### config.mk
export PLATFORM = sky130hd
export DESIGN_NAME = tmr_route
export DESIGN_NICKNAME = d
export VERILOG_FILES = /design/src/include/tmr_route_pkg.sv /design/src/hdl/tmr_route.sv
export VERILOG_INCLUDE_DIRS = /design/src /design/src/include
export SDC_FILE = /design/constraint.sdc
export NUM_CORES = 1
export LEC_CHECK = 0
export BUFFER_PORTS_ARGS = -buffer_cell sky130_fd_sc_hd__buf_2
export CAP_MARGIN = 30
export CELL_PAD_IN_SITES_DETAIL_PLACEMENT = 1
export CELL_PAD_IN_SITES_GLOBAL_PLACEMENT = 1
export CORE_MARGIN = 5
export CORE_UTILIZATION = 30
export DETAILED_ROUTE_END_ITERATION = 8
export PLACE_DENSITY = 0.55
export SETUP_SLACK_MARGIN = 0.5
export SLEW_MARGIN = 20
export SYNTH_ARGS = -nofsm -noshare
export SYNTH_HDL_FRONTEND = slang
export SYNTH_SLANG_ARGS = --single-unit
### constraint.sdc
create_clock -name clk -period 2.7 [get_ports clk]
set_input_delay 0.27 -clock clk [delete_from_list [all_inputs] [get_ports clk]]
set_output_delay 0.27 -clock clk [all_outputs]
set_load 0.005 [all_outputs]
### src/include/tmr_route_defines.svh
// register offsets, field positions, reset values and codes for the timer routing block
`ifndef TMR_ROUTE_DEFINES_SVH
`define TMR_ROUTE_DEFINES_SVH
`define AB_SEL_OFS 10'h182
`define CD_SEL_OFS 10'h183
`define MODE_OFS 10'h184
`define CTRL_OFS 10'h185
`define IRQ_STAT_OFS 10'h186
`define IRQ_CLR_OFS 10'h187
`define IRQ_EN_OFS 10'h188
`define CNT_OFS 10'h189
`define VAL_A_OFS 10'h18a
`define VAL_B_OFS 10'h18b
`define VAL_C_OFS 10'h18c
`define VAL_D_OFS 10'h18d
`define SEL_RESET 8'h00
`define AB_SEL_MASK 8'hf7
`define CD_SEL_MASK 8'h77
`define CKS_EXT 3'h5
`define CKS_FAST 3'h6
`define CKS_FAST_DIV 3'h7
`endif

### src/include/tmr_route_pkg.sv
// types for the timer routing, count source and buffer block
package tmr_route_pkg;
	typedef enum logic [3:0] {
		MODE_CAPTURE = 4'b0001,
		MODE_COMPARE = 4'b0010,
		MODE_PWM = 4'b0100,
		MODE_SINGLE_SHOT_PWM_MODE = 4'b1000
	} tmr_mode_t;
	typedef struct packed {
		logic [9:0] addr;
		logic [15:0] wdata;
		logic wr;
		logic rd;
	} reg_req_t;
	typedef struct packed {
		logic cap_a;
		logic cap_b;
		logic cap_c;
		logic cap_d;
		logic trig;
	} chan_evt_t;
endpackage

### src/hdl/tmr_route.sv
// pin routing, count source selection and buffer operation of a 16-bit capture/compare timer
//
// Contract
// - chan A/trigger route bits 2:0; 001 p1.1,010 p0.0,011 p0.1,100 p0.2,110 p3.1.
// - chan B route bits 7:4; 0001 port1 bit2, 1001 port4 bit5, else none.
// - chan C route bits 2:0 of second register; 001 p1.3, 010 p3.4.
// - chan D route bits 6:4 of second register; 001 p1.0, 010 p3.5.
// - unassigned select bits read zero; software writes zero.
// - counter source from clock select: system clock divided by 1,2,4,8,32.
// - select 110 picks fast oscillator, 111 divided fast oscillator, only while on.
// - select 101 counts rising edges of external clock pin.
// - buffer enables make C buffer for A and D buffer for B.
// - capture with buffering moves old channel value into buffer, then loads count.
// - compare or pwm with buffering copies buffer into channel on match.
// - single_shot_pwm_mode with buffering copies D into B on A match or trigger event.
// - compare-side buffer sets its match flag on counter match.
// - capture-side buffer sets its flag on selected edge at C or D pin.
//
// Decided for this implementation: the address-and-strobe port.
`timescale 1ns/1ps
`include "tmr_route_defines.svh"
module tmr_route import tmr_route_pkg::*; #(
	parameter int CW = 16
) (
	input wire logic clk,
	input wire logic rst_b,
	input wire logic [9:0] addr,
	input wire logic [15:0] wdata,
	input wire logic wr,
	input wire logic rd,
	output logic [15:0] rdata,
	input wire logic [1:0] p0_in,
	input wire logic [3:0] p1_in,
	input wire logic [1:0] p3_in,
	input wire logic p3_5_in,
	input wire logic p4_5_in,
	input wire logic p0_2_in,
	input wire logic ext_clock_pin,
	input wire logic fast_osc_clock,
	input wire logic fast_osc_divided_clock,
	input wire logic fast_osc_on_bit,
	output logic irq,
	output logic count_tick
);
	// ==========================================
	// registers
	reg_req_t req;
	logic [7:0] ab_sel_q, cd_sel_q;
	logic [7:0] mode_q;
	logic [7:0] ctrl_q;
	logic [1:0] stat_q, en_q;
	logic [CW-1:0] cnt_q, va_q, vb_q, vc_q, vd_q;
	logic [15:0] rdata_q;
	assign req = '{addr: addr, wdata: wdata, wr: wr, rd: rd};
	// mode fields: bit0 buffer_c_enable, bit1 buffer_d_enable, bits7:4 one-hot mode
	logic buffer_c_enable, buffer_d_enable;
	tmr_mode_t mode;
	assign buffer_c_enable = mode_q[0];
	assign buffer_d_enable = mode_q[1];
	assign mode = tmr_mode_t'(mode_q[7:4]);
	// ctrl: bits 2:0 clock_select_field, bit 7 run
	logic [2:0] clock_select_field;
	logic run;
	assign clock_select_field = ctrl_q[2:0];
	assign run = ctrl_q[7];

	always_ff @(posedge clk or negedge rst_b) begin
		if (!rst_b) begin
			ab_sel_q <= `SEL_RESET;
			cd_sel_q <= `SEL_RESET;
			mode_q <= 8'h10;
			ctrl_q <= 8'h00;
			en_q <= 2'h0;
		end else if (req.wr) begin
			unique case (req.addr)
				`AB_SEL_OFS: ab_sel_q <= req.wdata[7:0] & `AB_SEL_MASK;
				`CD_SEL_OFS: cd_sel_q <= req.wdata[7:0] & `CD_SEL_MASK;
				`MODE_OFS: mode_q <= req.wdata[7:0];
				`CTRL_OFS: ctrl_q <= req.wdata[7:0];
				`IRQ_EN_OFS: en_q <= req.wdata[1:0];
				default: ;
			endcase
		end
	end

	// ==========================================
	// pin routing
	logic chan_a_pin, chan_b_pin, chan_c_pin, chan_d_pin, trigger_pin;
	logic [2:0] chan_a_route_field, chan_c_route_field, chan_d_route_field;
	logic [3:0] chan_b_route_field;
	assign chan_a_route_field = ab_sel_q[2:0];
	assign chan_b_route_field = ab_sel_q[7:4];
	assign chan_c_route_field = cd_sel_q[2:0];
	assign chan_d_route_field = cd_sel_q[6:4];
	always_comb begin
		// reserved codes leave the channel low, disconnected
		unique case (chan_a_route_field)
			3'h1: chan_a_pin = p1_in[1];
			3'h2: chan_a_pin = p0_in[0];
			3'h3: chan_a_pin = p0_in[1];
			3'h4: chan_a_pin = p0_2_in;
			3'h6: chan_a_pin = p3_in[1];
			default: chan_a_pin = 1'b0;
		endcase
		unique case (chan_b_route_field)
			4'h1: chan_b_pin = p1_in[2];
			4'h9: chan_b_pin = p4_5_in;
			default: chan_b_pin = 1'b0;
		endcase
		unique case (chan_c_route_field)
			3'h1: chan_c_pin = p1_in[3];
			3'h2: chan_c_pin = p3_in[0];
			default: chan_c_pin = 1'b0;
		endcase
		unique case (chan_d_route_field)
			3'h1: chan_d_pin = p1_in[0];
			3'h2: chan_d_pin = p3_5_in;
			default: chan_d_pin = 1'b0;
		endcase
	end
	assign trigger_pin = chan_a_pin;

	// ==========================================
	// count source
	logic [4:0] pre_q;
	logic ext_q, fo_q, fd_q;
	always_ff @(posedge clk or negedge rst_b) begin
		if (!rst_b) begin
			pre_q <= 5'h00;
			ext_q <= 1'b0;
			fo_q <= 1'b0;
			fd_q <= 1'b0;
		end else begin
			pre_q <= pre_q + 5'h01;
			ext_q <= ext_clock_pin;
			fo_q <= fast_osc_clock;
			fd_q <= fast_osc_divided_clock;
		end
	end
	// pins taken as synchronous; sampling limits external rate, hence three-cycle pulses
	always_comb begin
		unique case (clock_select_field)
			3'h0: count_tick = 1'b1;
			3'h1: count_tick = pre_q[0:0] == 1'b1;
			3'h2: count_tick = pre_q[1:0] == 2'h3;
			3'h3: count_tick = pre_q[2:0] == 3'h7;
			3'h4: count_tick = pre_q == 5'h1f;
			`CKS_EXT: count_tick = ext_clock_pin & ~ext_q;
			`CKS_FAST: count_tick = fast_osc_on_bit & fast_osc_clock & ~fo_q;
			`CKS_FAST_DIV: count_tick = fast_osc_on_bit & fast_osc_divided_clock & ~fd_q;
		endcase
	end

	// ==========================================
	// edge detection and matches
	logic [3:0] pin_q;
	chan_evt_t ev;
	always_ff @(posedge clk or negedge rst_b) begin
		if (!rst_b) begin
			pin_q <= 4'h0;
		end else begin
			pin_q <= {chan_d_pin, chan_c_pin, chan_b_pin, chan_a_pin};
		end
	end
	// rising edge selected as the capture edge
	assign ev.cap_a = chan_a_pin & ~pin_q[0];
	assign ev.cap_b = chan_b_pin & ~pin_q[1];
	assign ev.cap_c = chan_c_pin & ~pin_q[2];
	assign ev.cap_d = chan_d_pin & ~pin_q[3];
	assign ev.trig = ev.cap_a;
	logic cmp, m_a, m_b, m_c, m_d;
	assign cmp = mode != MODE_CAPTURE;
	assign m_a = run && cnt_q == va_q;
	assign m_b = run && cnt_q == vb_q;
	assign m_c = run && cnt_q == vc_q;
	assign m_d = run && cnt_q == vd_q;

	// ==========================================
	// counter and channel values
	function automatic logic [CW-1:0] wr16(input logic [15:0] d);
		wr16 = d[CW-1:0];
	endfunction
	always_ff @(posedge clk or negedge rst_b) begin
		if (!rst_b) begin
			cnt_q <= '0;
		end else if (req.wr && req.addr == `CNT_OFS) begin
			cnt_q <= wr16(req.wdata);
		end else if (run && count_tick) begin
			cnt_q <= cnt_q + 1'b1;
		end
	end
	always_ff @(posedge clk or negedge rst_b) begin
		if (!rst_b) begin
			va_q <= '1;
			vc_q <= '1;
		end else if (req.wr && req.addr == `VAL_A_OFS) begin
			va_q <= wr16(req.wdata);
		end else if (req.wr && req.addr == `VAL_C_OFS) begin
			vc_q <= wr16(req.wdata);
		end else if (!cmp && run && ev.cap_a) begin
			if (buffer_c_enable) vc_q <= va_q;
			va_q <= cnt_q;
		end else if (cmp && buffer_c_enable && m_a && mode != MODE_SINGLE_SHOT_PWM_MODE) begin
			va_q <= vc_q;
		end
	end
	always_ff @(posedge clk or negedge rst_b) begin
		if (!rst_b) begin
			vb_q <= '1;
			vd_q <= '1;
		end else if (req.wr && req.addr == `VAL_B_OFS) begin
			vb_q <= wr16(req.wdata);
		end else if (req.wr && req.addr == `VAL_D_OFS) begin
			vd_q <= wr16(req.wdata);
		end else if (!cmp && run && ev.cap_b) begin
			if (buffer_d_enable) vd_q <= vb_q;
			vb_q <= cnt_q;
		end else if (buffer_d_enable && mode == MODE_SINGLE_SHOT_PWM_MODE && (m_a || ev.trig)) begin
			vb_q <= vd_q;
		end else if (cmp && buffer_d_enable && m_b && mode != MODE_SINGLE_SHOT_PWM_MODE) begin
			vb_q <= vd_q;
		end
	end

	// ==========================================
	// status flags and interrupt
	logic [1:0] set_f, clr_f;
	assign set_f[0] = buffer_c_enable && (cmp ? m_c : ev.cap_c);
	assign set_f[1] = buffer_d_enable && (cmp ? m_d : ev.cap_d);
	assign clr_f = (req.wr && req.addr == `IRQ_CLR_OFS) ? req.wdata[1:0] : 2'h0;
	always_ff @(posedge clk or negedge rst_b) begin
		if (!rst_b) begin
			stat_q <= 2'h0;
		end else begin
			// set wins over a clear in the same cycle
			stat_q <= (stat_q & ~clr_f) | set_f;
		end
	end
	assign irq = |(stat_q & en_q);

	// ==========================================
	// read port
	always_ff @(posedge clk or negedge rst_b) begin
		if (!rst_b) begin
			rdata_q <= 16'h0000;
		end else if (req.rd) begin
			unique case (req.addr)
				`AB_SEL_OFS: rdata_q <= {8'h00, ab_sel_q};
				`CD_SEL_OFS: rdata_q <= {8'h00, cd_sel_q};
				`MODE_OFS: rdata_q <= {8'h00, mode_q};
				`CTRL_OFS: rdata_q <= {8'h00, ctrl_q};
				`IRQ_STAT_OFS: rdata_q <= {14'h0, stat_q};
				`IRQ_EN_OFS: rdata_q <= {14'h0, en_q};
				`CNT_OFS: rdata_q <= 16'(cnt_q);
				`VAL_A_OFS: rdata_q <= 16'(va_q);
				`VAL_B_OFS: rdata_q <= 16'(vb_q);
				`VAL_C_OFS: rdata_q <= 16'(vc_q);
				`VAL_D_OFS: rdata_q <= 16'(vd_q);
				default: rdata_q <= 16'h0000;
			endcase
		end else begin
			rdata_q <= 16'h0000;
		end
	end
	assign rdata = rdata_q;

	// ==========================================
	// assertions
	property p_sel_zero;
		@(posedge clk) disable iff (!rst_b)
			(ab_sel_q[3] == 1'b0) && (cd_sel_q[7] == 1'b0) && (cd_sel_q[3] == 1'b0);
	endproperty
	a_sel_zero: assert property (p_sel_zero) else $error("select reserved bit set");
	property p_route_b;
		@(posedge clk) disable iff (!rst_b)
			(chan_b_route_field != 4'h1 && chan_b_route_field != 4'h9) |-> !chan_b_pin;
	endproperty
	a_route_b: assert property (p_route_b) else $error("chan b routed on reserved code");
	property p_route_b9;
		@(posedge clk) disable iff (!rst_b)
			(chan_b_route_field == 4'h9) |-> chan_b_pin == p4_5_in;
	endproperty
	a_route_b9: assert property (p_route_b9) else $error("chan b port4 route wrong");
	property p_route_a;
		@(posedge clk) disable iff (!rst_b)
			(chan_a_route_field == 3'h6) |-> chan_a_pin == p3_in[1];
	endproperty
	a_route_a: assert property (p_route_a) else $error("chan a route wrong");
	// reserved codes must not leak any port level into the capture logic
	property p_route_a_off;
		@(posedge clk) disable iff (!rst_b)
			(chan_a_route_field == 3'h5 || chan_a_route_field == 3'h7) |-> !chan_a_pin;
	endproperty
	a_route_a_off: assert property (p_route_a_off) else $error("chan a reserved leak");
	property p_route_c;
		@(posedge clk) disable iff (!rst_b)
			(chan_c_route_field == 3'h2) |-> chan_c_pin == p3_in[0];
	endproperty
	a_route_c: assert property (p_route_c) else $error("chan c route wrong");
	property p_route_d;
		@(posedge clk) disable iff (!rst_b)
			(chan_d_route_field == 3'h1) |-> chan_d_pin == p1_in[0];
	endproperty
	a_route_d: assert property (p_route_d) else $error("chan d route wrong");
	property p_cap_buf;
		@(posedge clk) disable iff (!rst_b)
			(!cmp && run && buffer_c_enable && ev.cap_a && !req.wr)
			|=> vc_q == $past(va_q) && va_q == $past(cnt_q);
	endproperty
	a_cap_buf: assert property (p_cap_buf) else $error("capture buffer move wrong");
	property p_cap_buf_b;
		@(posedge clk) disable iff (!rst_b)
			(!cmp && run && buffer_d_enable && ev.cap_b && !req.wr)
			|=> vd_q == $past(vb_q) && vb_q == $past(cnt_q);
	endproperty
	a_cap_buf_b: assert property (p_cap_buf_b) else $error("chan b capture move wrong");
	property p_cmp_buf;
		@(posedge clk) disable iff (!rst_b)
			(mode == MODE_COMPARE && buffer_c_enable && m_a && !req.wr && !(ev.cap_a && !cmp))
			|=> va_q == $past(vc_q);
	endproperty
	a_cmp_buf: assert property (p_cmp_buf) else $error("compare buffer copy missing");
	property p_single_shot_pwm_mode;
		@(posedge clk) disable iff (!rst_b)
			(mode == MODE_SINGLE_SHOT_PWM_MODE && buffer_d_enable && ev.trig && !req.wr) |=> vb_q == $past(vd_q);
	endproperty
	a_single_shot_pwm_mode: assert property (p_single_shot_pwm_mode) else $error("single_shot_pwm_mode trigger copy missing");
	property p_single_shot_pwm_mode_match;
		@(posedge clk) disable iff (!rst_b)
			(mode == MODE_SINGLE_SHOT_PWM_MODE && buffer_d_enable && m_a && !req.wr) |=> vb_q == $past(vd_q);
	endproperty
	a_single_shot_pwm_mode_match: assert property (p_single_shot_pwm_mode_match) else $error("single_shot_pwm_mode match copy missing");
	property p_flag;
		@(posedge clk) disable iff (!rst_b)
			set_f[1] |=> stat_q[1];
	endproperty
	a_flag: assert property (p_flag) else $error("chan d flag not set");
	property p_flag_c;
		@(posedge clk) disable iff (!rst_b)
			(cmp && buffer_c_enable && m_c) |=> stat_q[0];
	endproperty
	a_flag_c: assert property (p_flag_c) else $error("chan c match flag not set");
	property p_flag_cap;
		@(posedge clk) disable iff (!rst_b)
			(!cmp && buffer_c_enable && ev.cap_c) |=> stat_q[0];
	endproperty
	a_flag_cap: assert property (p_flag_cap) else $error("chan c edge flag not set");
	// a select change may start a faster source, so only ticks under /32 count
	property p_div32;
		@(posedge clk) disable iff (!rst_b)
			(clock_select_field == 3'h4 && count_tick)
			|=> (clock_select_field != 3'h4 || !count_tick) [*8];
	endproperty
	a_div32: assert property (p_div32) else $error("div32 tick too early");
	property p_cnt_hold;
		@(posedge clk) disable iff (!rst_b)
			(!run && !(req.wr && req.addr == `CNT_OFS)) |=> $stable(cnt_q);
	endproperty
	a_cnt_hold: assert property (p_cnt_hold) else $error("counter moved while stopped");
	property p_ext_edge;
		@(posedge clk) disable iff (!rst_b)
			(clock_select_field == `CKS_EXT && count_tick && !req.wr) |=> !count_tick;
	endproperty
	a_ext_edge: assert property (p_ext_edge) else $error("external tick not an edge");
	// oscillator off means no tick even if the source line toggles
	property p_fast_gate;
		@(posedge clk) disable iff (!rst_b)
			(clock_select_field[2:1] == 2'h3 && !fast_osc_on_bit) |-> !count_tick;
	endproperty
	a_fast_gate: assert property (p_fast_gate) else $error("fast source ticks while off");
	c_cap: cover property (@(posedge clk) disable iff (!rst_b)
		!cmp && ev.cap_a && buffer_c_enable);
	c_single_shot_pwm_mode: cover property (@(posedge clk) disable iff (!rst_b) mode == MODE_SINGLE_SHOT_PWM_MODE && ev.trig);
	c_irq: cover property (@(posedge clk) disable iff (!rst_b) irq);
	c_ext: cover property (@(posedge clk) disable iff (!rst_b)
		clock_select_field == `CKS_EXT && count_tick);
endmodule

### After elaboration in Yosys (flattened, before gate mapping)

Index checks and enable logic that the tools add are counted.

* add/sub/neg operators: 2
* multipliers: 0
* div/mod/pow operators: 0
* order comparisons: 0
* equality and inequality tests: 42
* shifts and indexed selects: 0
* multiplexer cells: 27
* bitwise operators: 22
* reduce and logical (&&, ||, !) cells: 44

Operators with widths (count)
* 2-to-1 mux 16 bit: 18
* case mux 16 bit (11 select lines): 1
* equality test 10 x 9 -> 1 bit (second input constant): 12
* equality test 16 bit: 4
* logical AND 1 bit: 24
* equality test 3 bit (second input constant): 7
* equality test 3 x 2 -> 1 bit (second input constant): 6
* adder 16 x 1 -> 16 bit (second input constant): 1
* AND reduction 2 bit: 7
* equality test 3 x 1 -> 1 bit (second input constant): 4
* nonzero test 2 bit: 5
* AND 1 bit: 9
* inverter 1 bit: 9
* equality test 4 bit (second input constant): 2
* case mux 1 bit (8 select lines): 1
* case mux 1 bit (2 select lines): 3
* AND reduction 3 bit: 2
* adder 5 x 1 -> 5 bit (second input constant): 1
* equality test 5 bit (second input constant): 1
* case mux 1 bit (5 select lines): 1
* AND 2 bit: 2
* equality test 4 x 1 -> 1 bit (second input constant): 1
* != test 2 bit (second input constant): 2
* != test 4 x 1 -> 1 bit (second input constant): 1
* 12 further kinds: 13

* flip-flop bits (word level): 141
* latch bits: 0
* memory bits (writable): 0
* memory bits (read-only): 0
* bits of input ports: 45
* output and inout port bits: 18
* word-level logic and storage cells: 154
* memories: 0

### Logic depth before layout (Yosys ltp)

Gate-level depths: netlist of the first run.

* word-level depth: 9
* gate-level depth with buffers: 9
* mapped depth without buffers: 8

### Worst setup path after synthesis of the first run

No wires, ideal clock.

* path type: register to register
* start: register mode_q[4]
* end: register vb_q[10]
* library setup time: 0.085 ns
* arrival time: 2.116 ns
* data required time: 2.615 ns
* path slack: 0.500 ns
* stages on the path, launching flop included: 8
* path buffers: 1
* period minus slack after synthesis: 2.200 ns
* cells stage by stage: dfstp_2 > nor4b_4 > nand4b_1 > nor2_2 > buf_6 > mux2i_1 > a21oi_1 > mux2_1

* word-level cells in the longest chain between the ends: 7
* elaborated cells between the ends (all ways): 17
* those cells by class: eq/ne (3); mux (4); reduce/logical (10)

Ends and longest elaborated chain
* from (decl): RTL line tmr_route.sv:49 `logic [7:0] mode_q;`
* from (signal assigned): RTL line tmr_route.sv:78 `` `MODE_OFS: mode_q <= req.wdata[7:0]; ``
* equality test 4 bit or != test 4 x 1 -> 1 bit (tied branches): RTL line tmr_route.sv:218, tmr_route.sv:172
* logical AND 1 bit or zero test 1 bit (tied branches): RTL line tmr_route.sv:218, tmr_route.sv:215
* logical AND 1 bit, on equally long branches: RTL line tmr_route.sv:218, tmr_route.sv:215
* 2-to-1 mux 16 bit or logical AND 1 bit (tied branches): RTL line tmr_route.sv:218, tmr_route.sv:215
* 2-to-1 mux 16 bit: RTL line tmr_route.sv:215 `end else if (!cmp && run && ev.cap_b) begin`
* 2-to-1 mux 16 bit: RTL line tmr_route.sv:213 `` end else if (req.wr && req.addr == `VAL_D_OFS) begin ``
* 2-to-1 mux 16 bit: RTL line tmr_route.sv:211 `` end else if (req.wr && req.addr == `VAL_B_OFS) begin ``
* to (signal assigned): RTL line tmr_route.sv:212 `vb_q <= wr16(req.wdata);`
* to (signal assigned): RTL line tmr_route.sv:217 `vb_q <= cnt_q;`
* to (signal assigned): RTL line tmr_route.sv:219 `vb_q <= vd_q;`
* to (decl): RTL line tmr_route.sv:52 `logic [CW-1:0] cnt_q, va_q, vb_q, vc_q, vd_q;`

Parallel ways exist; a longest one is shown, timed or not. The select of a mux whose other input is x is not followed.
A chain may end at the register's enable or synchronous reset.

### Worst setup path in the final report of the first run

* start: register pre_q[0]
* end: register cnt_q[0]

* word-level cells in the longest chain between the ends: 4
* elaborated cells between the ends (all ways): 6
* those cells by class: eq/ne (3); mux (1); reduce/logical (2)

Ends and longest elaborated chain
* from (decl): RTL line tmr_route.sv:125 `logic [4:0] pre_q;`
* from (signal assigned): RTL line tmr_route.sv:134 `pre_q <= pre_q + 5'h01;`
* equality test 5 bit, or another cell as far along: RTL line tmr_route.sv:147 `3'h4: count_tick = pre_q == 5'h1f;`
* case mux 1 bit (8 select lines) *: RTL line tmr_route.sv:142 `unique case (clock_select_field)`
* logical AND 1 bit *: RTL line tmr_route.sv:188 `end else if (run && count_tick) begin`
* nonzero test 2 bit (no line) *
* to (signal assigned): RTL line tmr_route.sv:187 `cnt_q <= wr16(req.wdata);`
* to (signal assigned): RTL line tmr_route.sv:189 `cnt_q <= cnt_q + 1'b1;`
* to (decl): RTL line tmr_route.sv:52

Mark *: on every way between the ends. The rest lies on a longest branch, timed or not.

==> impl_results.md, run 1 <==
- Vias in the first global route: 7727
- Tcrit/Tclk final: 89.39%
- Reg-to-Reg Start: pre_q[0]
- Synthesized instance count: 858
- Cell depth of the worst flop-to-flop path: 9
- DR WL met3: 1500 um
- Syn Std Cell Area: 8811 um^2
- Starting Density: 30.53%
- Dpl cells: 1287
- Worst slew pin tran: 0.6711 ns
- Vias/cell: 5.496
- Setup ws final: 0.2865 ns
- Post-synthesis register bit count: 141
- Drt drc: 0
- Final cell count without fillers: 1349
- Yosys Warn Count: 0
- Met2 wire length: 15660 um
- Wl on met1: 16210 um
- CP arrival: 2.77 ns
- Antenna cells: 0
- Placer Congestion: 0.8888
- Yosys cell types: 78
- WL/cell: 25.44 um
- Largest net degree at the start of global routing: 59
- Via count: 7414
- Final setup vio count: 0
- GRT Total Usage: 20.90%
- Initial antenna violation count: 0
- Die H: 181.4 um
- DR top layer: met4
- Layout cells sized above 1: 41.14%
- Worst reg2reg setup slack: 0.29 ns
- Worst setup EP type: flop
- H-tree Lvls: 4
- Grt total ovfl: 0
- CTS clk-pin slew, worst paths: 0.08 ns
- Post-route ant nets: 0
- Fin Hold WS: 0.1278 ns
- Die area: 32900 um^2
- Width of the die: 181.4 um
- Num CTS Buffers: 17
- CTS Buffer Depth: 2
- CP max FO: 6
- Unrepaired setup endpoints after global routing: yes
- Min-delay worst type: input port to flop
- # rows: 62
- Outcome: completed
- Slew margin rel.: 55.15%
- Input/output buffers: 62
- IO Count: 63
- Global-route wire length before repair: 52240 um
- Place WS: 0.1820 ns
- Core area: 28860 um^2
- Hold Crit Endpoint: va_q[11]
- Pre-antenna DRT Iters: 5
- CTS tree: done
- CTS root buffer: clkbuf_16
- Clock Latency Late Sink: 0.44 ns
- Number of synthesized flops with an enable pin: 0
- Hold path startpoint: wdata[11]
- Worst EP required: 3.05 ns
- WS Path Type: flop to flop
- Setup TNS: 0 ns
- PD cells: 498.8 nW/um^2
- Iter 0 DRT Violations: 608
- Clk sink count: 141
- Skew final: 0.01941 ns
- Startpoint types: flop
- Max-slew violations: 0
- Post-DP HPWL: 24320 um
- Syn Nets: 907
- Final #Nets: 1001
- Fmax: 414.3 MHz
- Area Overhead vs Synth: 23.54%
- Final Hold Vio Count: 0
- Total power: 5.430 mW
- Capturing point of the worst reg2reg path: cnt_q[0]
- Dominant synthesized flop cell: dfrtp_1
- Peak supply drop: 0.4039 mV
- Sequential share of the synthesized area: 40.97%
- Max-Cap Viols: 0
- Routed WL: 34320 um
- WHS Path Cells: 3
- Syn avg cell area: 10.27 um^2
- Leakage: 4.454 nW
- Fraction of registers with async set/reset: 100.0%
- Final min period: 2.414 ns
-- how the worst max path moves through the flow --
stage          startpoint          to  slack (ns)
3_3_place_gp    mode_q[4]     vb_q[1]        0.21
3_5_place_dp    mode_q[4]    vb_q[15]        0.18
4_1_cts          pre_q[1]  count_tick        0.31
2_1_floorplan   mode_q[4]    vb_q[10]        0.51
5_1_grt          pre_q[1]   cnt_q[14]        0.21
6_report         pre_q[0]    cnt_q[0]        0.29
-- through the flow --
step                util, %  instance area, um^2
CTS                   37.25                10750
global placement      33.78                 9748
finish                37.72                10890
detailed placement    33.78                 9748
floorplan                 -                 8816
global route          37.72                10890
-- where the power goes --
part / leakage, nW / internal (mW) / total (mW) / switching (mW)
clock network: 0.291 / 1.32 / 2.46 / 1.13
registers: 1.63 / 2.17 / 2.24 / 0.0784
logic: 2.53 / 0.278 / 0.726 / 0.448
total: 4.45 / 3.77 / 5.43 / 1.66
-- cell families (layout without fill, tap and decap cells) --
family | count (synthesis) | count (layout) | synth area share [%]
XOR/XNOR | 78 | 78 | 7.754
multiplexers | 118 | 118 | 15.11
AND/OR/NAND/NOR | 238 | 238 | 15.48
buffers and inverters | 85 | 192 | 4.743
AO/OA/AOI/OAI | 194 | 194 | 15.38
adder cells (fa/ha/maj) | 4 | 4 | 0.5680
flip-flops | 141 | 141 | 40.97
-- per-layer routing --
layer | track usage (%) | vias up
li1 | - | 3327
met1 | 30.19 | 3816
met2 | 32.50 | 205
met3 | 3.201 | 66
met4 | 6.034 | 0
met5 | 0 | -
-- flip-flops by register name, summed over array words and instances (netlist names), 2 cells and up --
| register | count |
|---|---|
| cd_sel_q | 6 |
| cnt_q | 16 |
| vd_q | 16 |
| stat_q | 2 |
| ab_sel_q | 7 |
| rdata | 16 |
| va_q | 16 |
| ctrl_q | 8 |
| vb_q | 16 |
| en_q | 2 |
| vc_q | 16 |
| mode_q | 8 |
| pre_q | 5 |
| pin_q | 4 |
-- synth_stat cells, drive strengths merged (8+ instances only) --
| library cell | count | area share [%] |
|---|---|---|
| a21boi | 17 | 1.4 |
| a21oi | 39 | 2.3 |
| a22o | 11 | 1.1 |
| a22oi | 31 | 2.6 |
| a31oi | 15 | 1.1 |
| and2 | 8 | 0.60 |
| and3 | 23 | 1.7 |
| buf | 38 | 2.7 |
| clkbuf | 37 | 1.6 |
| dfrtp | 76 | 22 |
| dfstp | 65 | 19 |
| inv | 10 | 0.43 |
| mux2 | 80 | 11 |
| mux2i | 37 | 4.2 |
| nand2 | 56 | 2.5 |
| nand3 | 19 | 1.3 |
| nand3b | 8 | 0.68 |
| nand4 | 29 | 2.2 |
| nor2 | 42 | 1.8 |
| nor3 | 17 | 1.0 |
| nor4 | 14 | 1.2 |
| o211ai | 17 | 2.0 |
| o21ai | 39 | 2.3 |
| xnor2 | 40 | 4.0 |
| xor2 | 38 | 3.8 |
-- worst max-delay path: stages, from the launching register on --
cell and delay (ns):
dfrtp_1 0.37, ha_2 0.19, and3_4 0.19, ha_4 0.11
mux2i_1 0.05, mux4_2 0.57, buf_4 0.23, or2_2 0.31
xor2_1 0.15, a21oi_1 0.16
-- final cells by class --
cell class	count	area (um^2)
Timing Repair Buffer	150	1086
Tap cell	384	480.5
Sequential cell	141	3618
Multi-Input combinational cell	632	5071
Inverter	10	37.54
Clock inverter	15	166.4
Clock buffer	17	425.4
Fill cell	3213	17970
-- cells in the final DEF, fill, tap and decap left out, drive strengths merged, types with 11 or more instances in the layout --
cell / synthesis / layout
clkbuf: 37 / 17
xor2: 38 / 38
nand4: 29 / 29
nor4: 14 / 14
a31oi: 15 / 15
mux2i: 37 / 37
inv: 10 / 21
a22oi: 31 / 31
a21boi: 17 / 17
o211ai: 17 / 17
dfrtp: 76 / 76
nand2: 56 / 56
and3: 23 / 23
nor3: 17 / 17
xnor2: 40 / 40
a22o: 11 / 11
buf: 38 / 146
mux2: 80 / 80
nand3: 19 / 19
dfstp: 65 / 65
nor2: 42 / 42
o21ai: 39 / 39
a21oi: 39 / 39
-- timing repair --
item                       in CTS  in global routing
setup endpoints to repair      63                 67
hold endpoints to repair       36                  0
setup buffers                  19                  7
hold buffers                    4                  0
pin swaps                       9                 12
gates resized for setup        53                 17
Note: power is estimated with default switching activity, not from simulation.
==> run 2, diff against run 1 <==
--- a/config.mk
+++ b/config.mk
@@ -10,10 +10,9 @@
 export CAP_MARGIN = 30
 export CELL_PAD_IN_SITES_DETAIL_PLACEMENT = 1
 export CELL_PAD_IN_SITES_GLOBAL_PLACEMENT = 1
-export CORE_MARGIN = 5
-export CORE_UTILIZATION = 30
+export CORE_UTILIZATION = 49
 export DETAILED_ROUTE_END_ITERATION = 8
-export PLACE_DENSITY = 0.55
+export PLACE_DENSITY = 0.82
 export SETUP_SLACK_MARGIN = 0.5
 export SLEW_MARGIN = 20
 export SYNTH_ARGS = -nofsm -noshare
==> run 2 against run 1 <==
The run now ends with design-rule violations left. Routed wire length rose by 22%. First-iteration DRC count rose by 140%. Clock skew fell by 0.0027 ns. Sequential cell count did not move. Critical endpoint is now cnt_q[10]. Largest cell class unchanged.
==> impl_results.md, run 2 (synthesis results as in run 1) <==
- Final min period: 2.521 ns (+0.1070 ns)
- Post-route ant nets: 0 (unchanged)
- Cell depth of the worst flop-to-flop path: 10 (+1)
- Global-route wire length before repair: 52590 um (+0.67%)
- Num CTS Buffers: 17 (unchanged)
- Max-slew violations: 0 (unchanged)
- Clock Latency Late Sink: 0.46 ns (+0.02 ns)
- Initial antenna violation count: 1 (+1)
- Leakage: 4.477 nW (+0.52%)
- Core area: 17420 um^2 (-40%)
- Worst setup EP type: flop
- Vias in the first global route: 8790 (+14%)
- Final setup vio count: 0 (unchanged)
- Fin area: 10840 um^2 (-0.44%)
- CTS root buffer: clkbuf_16
- Vias/cell: 7.536 (+37%)
- Area Overhead vs Synth: 23.00%
- CTS clk-pin slew, worst paths: 0.08 ns (about the same)
- Antenna cells: 0 (unchanged)
- Layout cells sized above 1: 42.77% (+1.6 points)
- Input/output buffers: 62 (unchanged)
- Die area: 18520 um^2 (-44%)
- CP max FO: 5 (-1)
- Failing checks: design-rule violations
- Startpoint types: flop
- Die H: 136.1 um (-25%)
- Commonest non-fill, non-tap cells in the layout: dfrtp_1, dfstp_2, buf_2, buf_4, mux2_2
- Place WS: 0.2343 ns (+0.05230 ns)
- Setup TNS: 0 ns (unchanged)
- Outcome: finished with violations
- Peak supply drop: 0.4331 mV (+7.2%)
- DP Area: 9430 um^2 (-3.3%)
- Min-delay worst type: input port to flop
- Worst reg2reg setup slack: 0.18 ns (-0.11 ns)
- IO Count: 63 (unchanged)
- Tcrit/Tclk final: 93.35% (+4.0 points)
- H-tree Lvls: 4 (unchanged)
- Drt drc: 1 (+1)
- Fmax: 396.7 MHz (-4.2%)
- CTS Buffer Depth: 2 (unchanged)
- Capturing point of the worst reg2reg path: cnt_q[10]
- GRT Total Usage: 38.95% (+18 points)
- WL/cell: 35.33 um (+39%)
- Clk sink count: 141 (unchanged)
- Iter 0 DRT Violations: 1480 (+140%)
- Routed WL: 41900 um (+22%)
- Unrepaired setup endpoints after global routing: yes
- Starting Density: 50.59% (+20 points)
- Worst slew pin tran: 0.8962 ns (+0.2251 ns)
- Reg-to-Reg Start: pre_q[1]
- Final #Nets: 997 (-0.40%)
- Max-Cap Viols: 0 (unchanged)
- Via count: 8938 (+21%)
- Worst EP required: 3.05 ns (about the same)
- Post-layout util: 62.23% (+25 points)
- WS Path Type: flop to flop
- Pre-antenna DRT Iters: 9 (+4)
- CP arrival: 2.87 ns (+0.10 ns)
- Met2 Use GR: 62.89% (+30 points)
- Final Hold Vio Count: 0 (unchanged)
- PD cells: 501.9 nW/um^2 (+0.63%)
- # rows: 48 (-23%)
- Post-DP HPWL: 22210 um (-8.7%)
- CTS tree: done
- Slew margin rel.: 40.11% (-15 points)
- Busiest layer in global routing: met2
- Placer Congestion: 0.9306 (+4.7%)
- GR met1 Demand/Resource: 47.81% (+18 points)
- Largest net degree at the start of global routing: 57 (-3.4%)
- Setup ws final: 0.1795 ns (-0.1070 ns)
- Hold Crit Endpoint: va_q[11]
- Skew final: 0.01666 ns (-0.002748 ns)
- Grt total ovfl: 0 (unchanged)
- GRT met3 Usage: 9.843% (+6.6 points)
- WHS Path Cells: 3 (unchanged)
- Width of the die: 136.1 um (-25%)
- Hold path startpoint: wdata[11]
run 2: changes by cell type in the layout (fill, tap and decap cells not counted), moves of 3 or more:
cell and delta:
dfrtp_2 +4, inv_8 -3, buf_4 -12, nor3_4 +7, o21ai_0 -5, clkbuf_16 +3, nor3_2 -5, o21ai_1 +3
dfrtp_1 -4
run 2: layout make-up:
class                      instances  area [um^2]
sequential                       141         3623
multi-input combinational        632         5190
clock inverter                    15        141.4
inverter                          10        37.54
fill                            1831         6579
tap                              225        281.5
clock buffer                      17        425.4
timing repair buffer             146         1139
run 2: layer usage:
| layer | wire length, um | vias up |
|---|---|---|
| li1 | - | 3322 |
| met1 | 14810 | 4441 |
| met2 | 18790 | 852 |
| met3 | 5057 | 321 |
| met4 | 3232 | 2 |
| met5 | 13 | - |
run 2: metrics by stage:
stage / hold WS, ns / instances / total power [mW]
3_5_place_dp: 0.2811 / 1118 / 2.863
5_1_grt: 0.1167 / 1186 / 5.537
3_3_place_gp: 0.2662 / 1118 / 2.841
2_1_floorplan: -0.02559 / 858 / 2.603
4_1_cts: 0.09709 / 1165 / 5.239
6_report: 0.1090 / 1186 / 5.440
run 2: critical path, cell delays in order (launching register included):
cell and delay [ns]:
dfrtp_1 0.38, ha_2 0.19, and3_4 0.19, ha_4 0.11, mux2i_1 0.07, mux4_2 0.62, buf_6 0.20, buf_4 0.15
nor4_4 0.16, xnor2_1 0.12, a21oi_1 0.21
run 2: what timing repair did:
item	4_1_cts	5_1_grt
gates resized for setup	48	71
setup buffers	10	17
pin swaps	14	38
endpoints found under the hold margin	24	0
cloned	1	4
setup endpoints to repair	75	74
hold buffers	4	0
run 2: worst max-delay path by stage:
stage / start / slack (ns) / endpoint
CTS: pre_q[1] / 0.28 / count_tick
global route: pre_q[1] / 0.1 / cnt_q[10]
global placement: pre_q[0] / 0.32 / cnt_q[10]
finish: pre_q[1] / 0.18 / cnt_q[10]
floorplan: mode_q[4] / 0.51 / vb_q[10]
detailed placement: pre_q[0] / 0.23 / cnt_q[8]
run 2: power breakdown:
| group | internal, mW | switching, mW | leakage [nW] |
|---|---|---|---|
| logic | 0.274 | 0.526 | 2.57 |
| registers | 2.17 | 0.106 | 1.63 |
| clock network | 1.22 | 1.14 | 0.279 |
